## config.mk

```make
export PLATFORM = sky130hd
export DESIGN_NAME = ustp_port
export DESIGN_NICKNAME = d
export VERILOG_FILES = /design/src/hdl/ustp_pkg.sv /design/src/hdl/ustp_port.sv
export SDC_FILE = /design/constraint.sdc
export NUM_CORES = 1
export LEC_CHECK = 0
export BUFFER_PORTS_ARGS = -buffer_cell sky130_fd_sc_hd__buf_4
export CAP_MARGIN = 20
export CORE_AREA = 8 8 45 47
export DETAILED_ROUTE_END_ITERATION = 8
export DIE_AREA = 0 0 53 55
export GPL_TIMING_DRIVEN = 0
export PLACE_DENSITY = 0.79
export RECOVER_POWER = 25
export REMOVE_ABC_BUFFERS = 1
export SLEW_MARGIN = 20
export SYNTH_ARGS = -nofsm -noshare
export SYNTH_HDL_FRONTEND = slang
export SYNTH_SLANG_ARGS = --single-unit
export TNS_END_PERCENT = 5
```

## constraint.sdc

```tcl
create_clock -name i_mclk -period 2.6 [get_ports i_mclk]
set_clock_uncertainty 0.05 [all_clocks]
set_input_delay 0.39 -clock i_mclk [delete_from_list [all_inputs] [get_ports i_mclk]]
set_output_delay 0.39 -clock i_mclk [all_outputs]
set_load 0.1 [all_outputs]
```

## src/hdl/ustp_pkg.sv

```systemverilog
package ustp_pkg;

  // wiring mode select
  typedef enum logic [1:0] {
    USTP_DZ_BIDIR,
    USTP_DZ_UNIDIR,
    USTP_PM_BIDIR,
    USTP_PM_UNIDIR
  } ustp_mode_e;

  // line state as seen or requested by the controller
  typedef struct packed {
    logic plus;
    logic minus;
    logic data;
    logic se0;
  } ustp_line_s;

  localparam logic [1:0] USTP_MODE_RESET = 2'h0;
  localparam logic USTP_TX_ENABLE_N_RESET = 1'h1;
  localparam ustp_line_s USTP_LINE_RESET = 4'h0;

endpackage

```

## src/hdl/ustp_port.sv

```systemverilog
`timescale 1ns/1ps
`default_nettype none
module ustp_port
  import ustp_pkg::*;
(
  // clock, reset, enable
  input wire logic i_mclk,
  input wire logic i_srst,
  input wire logic i_ce,
  // controller side
  input wire logic [1:0] i_mode,
  input wire logic i_tx_req,
  input wire ustp_line_s i_tx_line,
  output var ustp_line_s o_rx_line,
  output logic o_rx_valid,
  // transceiver pins
  output logic o_tx_enable_n,
  input wire logic i_data_plus_pin,
  output logic o_data_plus_pin,
  output logic o_data_plus_pin_oe,
  input wire logic i_single_ended_zero_minus_pin,
  output logic o_single_ended_zero_minus_pin,
  output logic o_single_ended_zero_minus_pin_oe,
  input wire logic i_rx_plus_input,
  input wire logic i_rx_minus_input
);

  ustp_mode_e mode;
  logic tx_enable_n;
  logic pin_a;
  logic pin_b;
  logic next_pin_a;
  logic next_pin_b;
  logic bidir;
  ustp_line_s next_rx;

  // mode only changes between packets; a switch mid-packet would glitch the pins
  always_ff @(posedge i_mclk) begin
    if (i_srst) begin
      mode <= ustp_mode_e'(USTP_MODE_RESET);
    end else if (i_ce && tx_enable_n && !i_tx_req) begin
      mode <= ustp_mode_e'(i_mode);
    end
  end

  always_ff @(posedge i_mclk) begin
    if (i_srst) begin
      tx_enable_n <= USTP_TX_ENABLE_N_RESET;
    end else if (i_ce) begin
      tx_enable_n <= !i_tx_req;
    end
  end

  always_comb begin
    next_pin_a = 1'b0;
    next_pin_b = 1'b0;
    unique case (mode)
      USTP_DZ_BIDIR, USTP_DZ_UNIDIR: begin
        next_pin_a = i_tx_line.data & !i_tx_line.se0;
        next_pin_b = i_tx_line.se0;
      end
      USTP_PM_BIDIR, USTP_PM_UNIDIR: begin
        next_pin_a = i_tx_line.plus;
        next_pin_b = i_tx_line.minus;
      end
    endcase
  end

  // pin data registered with the enable so both change on the same edge
  always_ff @(posedge i_mclk) begin
    if (i_srst) begin
      pin_a <= 1'b0;
      pin_b <= 1'b0;
    end else if (i_ce) begin
      pin_a <= i_tx_req ? next_pin_a : 1'b0;
      pin_b <= i_tx_req ? next_pin_b : 1'b0;
    end
  end

  assign bidir = (mode == USTP_DZ_BIDIR) || (mode == USTP_PM_BIDIR);
  assign o_tx_enable_n = tx_enable_n;
  assign o_data_plus_pin = pin_a;
  assign o_single_ended_zero_minus_pin = pin_b;
  // unidirectional pins stay driven; bidirectional ones are released for receive
  assign o_data_plus_pin_oe = !bidir || !tx_enable_n;
  assign o_single_ended_zero_minus_pin_oe = !bidir || !tx_enable_n;

  always_comb begin
    next_rx = USTP_LINE_RESET;
    unique case (mode)
      USTP_DZ_BIDIR: begin
        next_rx.data = i_data_plus_pin;
        next_rx.se0 = i_single_ended_zero_minus_pin;
      end
      USTP_DZ_UNIDIR: begin
        next_rx.plus = i_rx_plus_input;
        next_rx.minus = i_rx_minus_input;
        next_rx.se0 = !i_rx_plus_input && !i_rx_minus_input;
        next_rx.data = i_rx_plus_input;
      end
      USTP_PM_BIDIR: begin
        next_rx.plus = i_data_plus_pin;
        next_rx.minus = i_single_ended_zero_minus_pin;
      end
      USTP_PM_UNIDIR: begin
        next_rx.plus = i_rx_plus_input;
        next_rx.minus = i_rx_minus_input;
      end
    endcase
  end

  always_ff @(posedge i_mclk) begin
    if (i_srst) begin
      o_rx_line <= USTP_LINE_RESET;
      o_rx_valid <= 1'b0;
    end else if (i_ce) begin
      o_rx_line <= tx_enable_n ? next_rx : USTP_LINE_RESET;
      o_rx_valid <= tx_enable_n;
    end
  end
endmodule
`default_nettype wire

```

==> implementation parameters <==
Parameter                              Value

Timing
  Final period util ... 60.91%
  Highest clock frequency the design can meet ... 631.5 MHz
  Worst-case hold slack ... 306.0 ps
  Final Critical Period ... 1584 ps
  Max-slew violation count ... 0
  Setup violations, final ... 0
  Actual slew at the worst max-slew pin ... 283.7 ps
  Final hold viol count ... 0
  Worst-case headroom to the max-slew limit ... 81.06%
  RSZ-0062 raised after global routing ... false
  Final Worst Setup Slack ... 1016 ps
  Post-Route Setup TNS ... 0 ps

Global routing
  Total routing resource utilization after global routing ... 8.512%
  Peak-usage layer in the global routing report ... met2
  Global routing usage on met2 ... 12.30%
  Number of antenna violations at the first check in global routing ... 0
  Overflow left after global routing ... 0
  Met3 routing resource usage after global routing ... 3.209%
  Largest net degree at the start of global routing ... 16
  Met1 Resource Use GR ... 9.553%
  Wire length of the first global-routing pass ... 1.807 mm
  Via count of the first global-routing pass ... 434

Finish
  Area growth from synthesis to layout ... 38.32%
  Total inserted antenna cells ... 0
  Area taken by flip-flops and latches ... 200.2 sq um
  Multi-input logic area ... 241.5 sq um
  Net count of the finished layout ... 90
  Share of final-layout standard cells stronger than drive strength 1 ... 40.00%
  Final cell count without fillers ... 91
  Number of inserted filler cells in the final layout ... 137

CTS
  Clock network latency to the later pin of the worst-skew pair ... 270 ps
  Total setup buffers inserted after CTS ... 0
  CTS resizes ... 0
  Sinks on the clock net ... 10
  Max Root-Sink Buffers ... 2
  Clock root cell ... clkbuf_4
  Clock transition at the register clock pins on the worst setup and hold paths after CTS ... 60 ps
  TritonCTS clock tree ... done
  Max H-tree Level ... 1
  TritonCTS Buffers ... 3
  Count of hold buffers inserted by post-cts repair ... 0

Flow run
  Max Cap Viol ... 0

Synth
  Fraction of the yosys area taken by sequential cells ... 40.61%
  Number of synthesized flops with an enable pin ... 0
  Share of synthesized flip-flops with an asynchronous set or reset ... 0%
  Most area-consuming cells after synthesis ... dfxtp_1 (41%), mux2i_1 (10%), buf_6 (4.6%), a21oi_1 (4.1%), nand2b_1 (3.8%)
  Synth cell types ... 24
  Top flip-flop cell by instance count after synthesis ... dfxtp_1
  Number of instances in the synthesized netlist ... 52
  Syn Area/Cell ... 9.480 sq um
  Register bit total from synthesis ... 10
  Combined area of all synthesized cells ... 493.0 sq um
  Share of the synthesized area in the top cell type ... 40.61%
  Warnings, synthesis ... 0
  Most area-hungry cell type in the Yosys netlist ... dfxtp_1

Placement
  Worst setup slack after placement ... 1305 ps
  Total half-perimeter wirelength after legalization and detailed placement ... 873.3 um
  Placed cell count ... 87
  Global placer's final weighted congestion ... 0.8220
  Count of port buffers added during placement ... 23

Setup path
  Element type at the critical path end ... output pin
  Worst Reg2Reg Path Length in Cells ... 3
  Reg-to-reg critical path startpoint ... mode[1]$_SDFFE_PP0P_
  Worst setup path endpoint ... o_data_plus_pin_oe
  Worst setup slack for register-to-register paths ... 1520 ps
  R2R Path End ... o_data_plus_pin$_SDFFE_PP0P_
  Kind of critical path ... reg -> out
  Largest stage delay on the critical path ... 430 ps
  Nature of the critical path startpoint ... flip-flop
  Cell chain of the critical path ... nand2b_1 > buf_4
  Required @ worst endpoint ... 2160 ps
  Worst setup path startpoint ... mode[0]$_SDFFE_PP0P_
  Standard cell with the maximum stage delay on the critical path ... dfxtp_1
  Data arrival time of the critical path ... 1140 ps
  Crit-path max FO ... 7

Drt
  Vias ... 447
  Number of DRC violations after detailed-routing iteration 0 ... 7
  First-pass detailed-route iteration total ... 4
  Per-cell routed wire length ... 12.59 um
  Antenna-violating nets left ... 0
  Routed Wire Length ... 1.146 mm
  Post-detailed-route DRC marker count ... 0
  Detailed-route vias per instance ... 4.912

Floorplan
  Die outline height ... 55 um
  Die ar. ... 2915 sq um
  Placeable core area ... 1384 sq um
  Number of top-level design ports ... 24
  Die Width ... 53 um
  Floorplan row count ... 14
  Initial core utilization ... 35.62%

Power and ir drop
  Maximum VDD drop ... 312.3 uV
  Areal power density over the cells ... 639.7 nW/um^2
  Total leakage power ... 0.3013 nW
  Post-layout total power ... 0.4362 mW

Outcome
  Run status ... finished, final reports clean

Hold path
  Worst min-delay path category ... in -> reg
  Worst hold path stage count ... 3
## sequential cells by signal, summed over array words and instances (netlist names)
name	flops
o_rx_valid	1
o_tx_enable_n	1
o_single_ended_zero_minus_pin	1
mode	2
o_rx_line	4
o_data_plus_pin	1
## cell usage in the layout (no fill, tap or decap)
cell       synthesis  final
o32ai_1            1      1
clkbuf_4           0      3
inv_1              3      3
nor2_1             3      3
o31ai_1            1      1
nand3b_1           2      2
and2_1             1      1
a221oi_1           1      1
dfxtp_1           10     10
a21oi_1            4      4
a311oi_1           1      1
o2111ai_1          1      1
nand2b_1           3      3
o21ai_0            1      1
or3b_2             1      1
nand4b_1           1      1
buf_4              1     23
nor2b_1            2      2
nand2_1            3      3
clkbuf_8           0      1
nand2b_2           2      2
o22ai_1            1      1
nor3b_1            0      1
mux2i_1            5      5
## area by class of cell
cell class / instances / area share (%)
Sequential cell: 10 / 29.36
Inverter: 3 / 1.651
Clock buffer: 4 / 5.321
Multi-Input combinational cell: 35 / 35.41
Timing Repair Buffer: 23 / 25.32
Tap cell: 16 / 2.936
## worst max-delay path: cells and delay by family (launching register included)
kind                   cells  cell delay (ps)
buffers and inverters      1              290
DFF                        1              430
and+or+nand+nor            1              160
## worst min-delay path by stage
stage	startpoint	endpoint
CTS	i_mode[1]	mode[1]$_SDFFE_PP0P_
global route	i_srst	o_rx_valid$_SDFFE_PP0P_
finish	i_mode[1]	mode[1]$_SDFFE_PP0P_
floorplan	i_srst	o_rx_line[1]$_SDFFE_PP0P_
global placement	o_rx_line[1]$_SDFFE_PP0P_	o_rx_line[1]$_SDFFE_PP0P_
detailed placement	o_rx_line[1]$_SDFFE_PP0P_	o_rx_line[1]$_SDFFE_PP0P_
## kinds of logic (layout without fill, tap and decap cells)
family / Yosys count / after routing / synth area share, %
AOI/OAI and AO/OA: 11 / 11 / 14.98
muxes: 5 / 5 / 10.15
DFF: 10 / 10 / 40.61
buffers and inverters: 7 / 30 / 9.390
and+or+nand+nor: 19 / 19 / 24.87
## stage by stage
step                      area, sq um  util [%]
after global routing            681.9     49.28
after global placement          650.6     47.02
final                           681.9     49.28
after floorplan                 457.9         -
after detailed placement        650.6     47.02
after CTS                       686.9     49.64
## cells in the mapped netlist, types with 2 or more instances
master	number
a21oi_1	4
dfxtp_1	10
nand2b_2	2
nor2b_1	2
nand2b_1	3
nand3b_1	2
nand2_1	3
nor2_1	3
mux2i_1	5
inv_1	3
buf_6	2
## power breakdown
part | leakage (nW) | internal [mW] | switching [mW] | total (mW)
clock | 0.0210 | 0.0851 | 0.0559 | 0.141
combinational | 0.198 | 0.0374 | 0.0890 | 0.126
sequential | 0.0820 | 0.161 | 0.00768 | 0.169
total | 0.301 | 0.284 | 0.153 | 0.436
## routing by layer
layer / wire length (um) / vias to the layer above / part of all wire, %
li1: - / 227 / -
met1: 547 / 201 / 48
met3: 71 / 3 / 6.2
met5: 0 / - / 0
met2: 502 / 16 / 44
met4: 25 / 0 / 2.2
(Power assumes the default switching activity.)
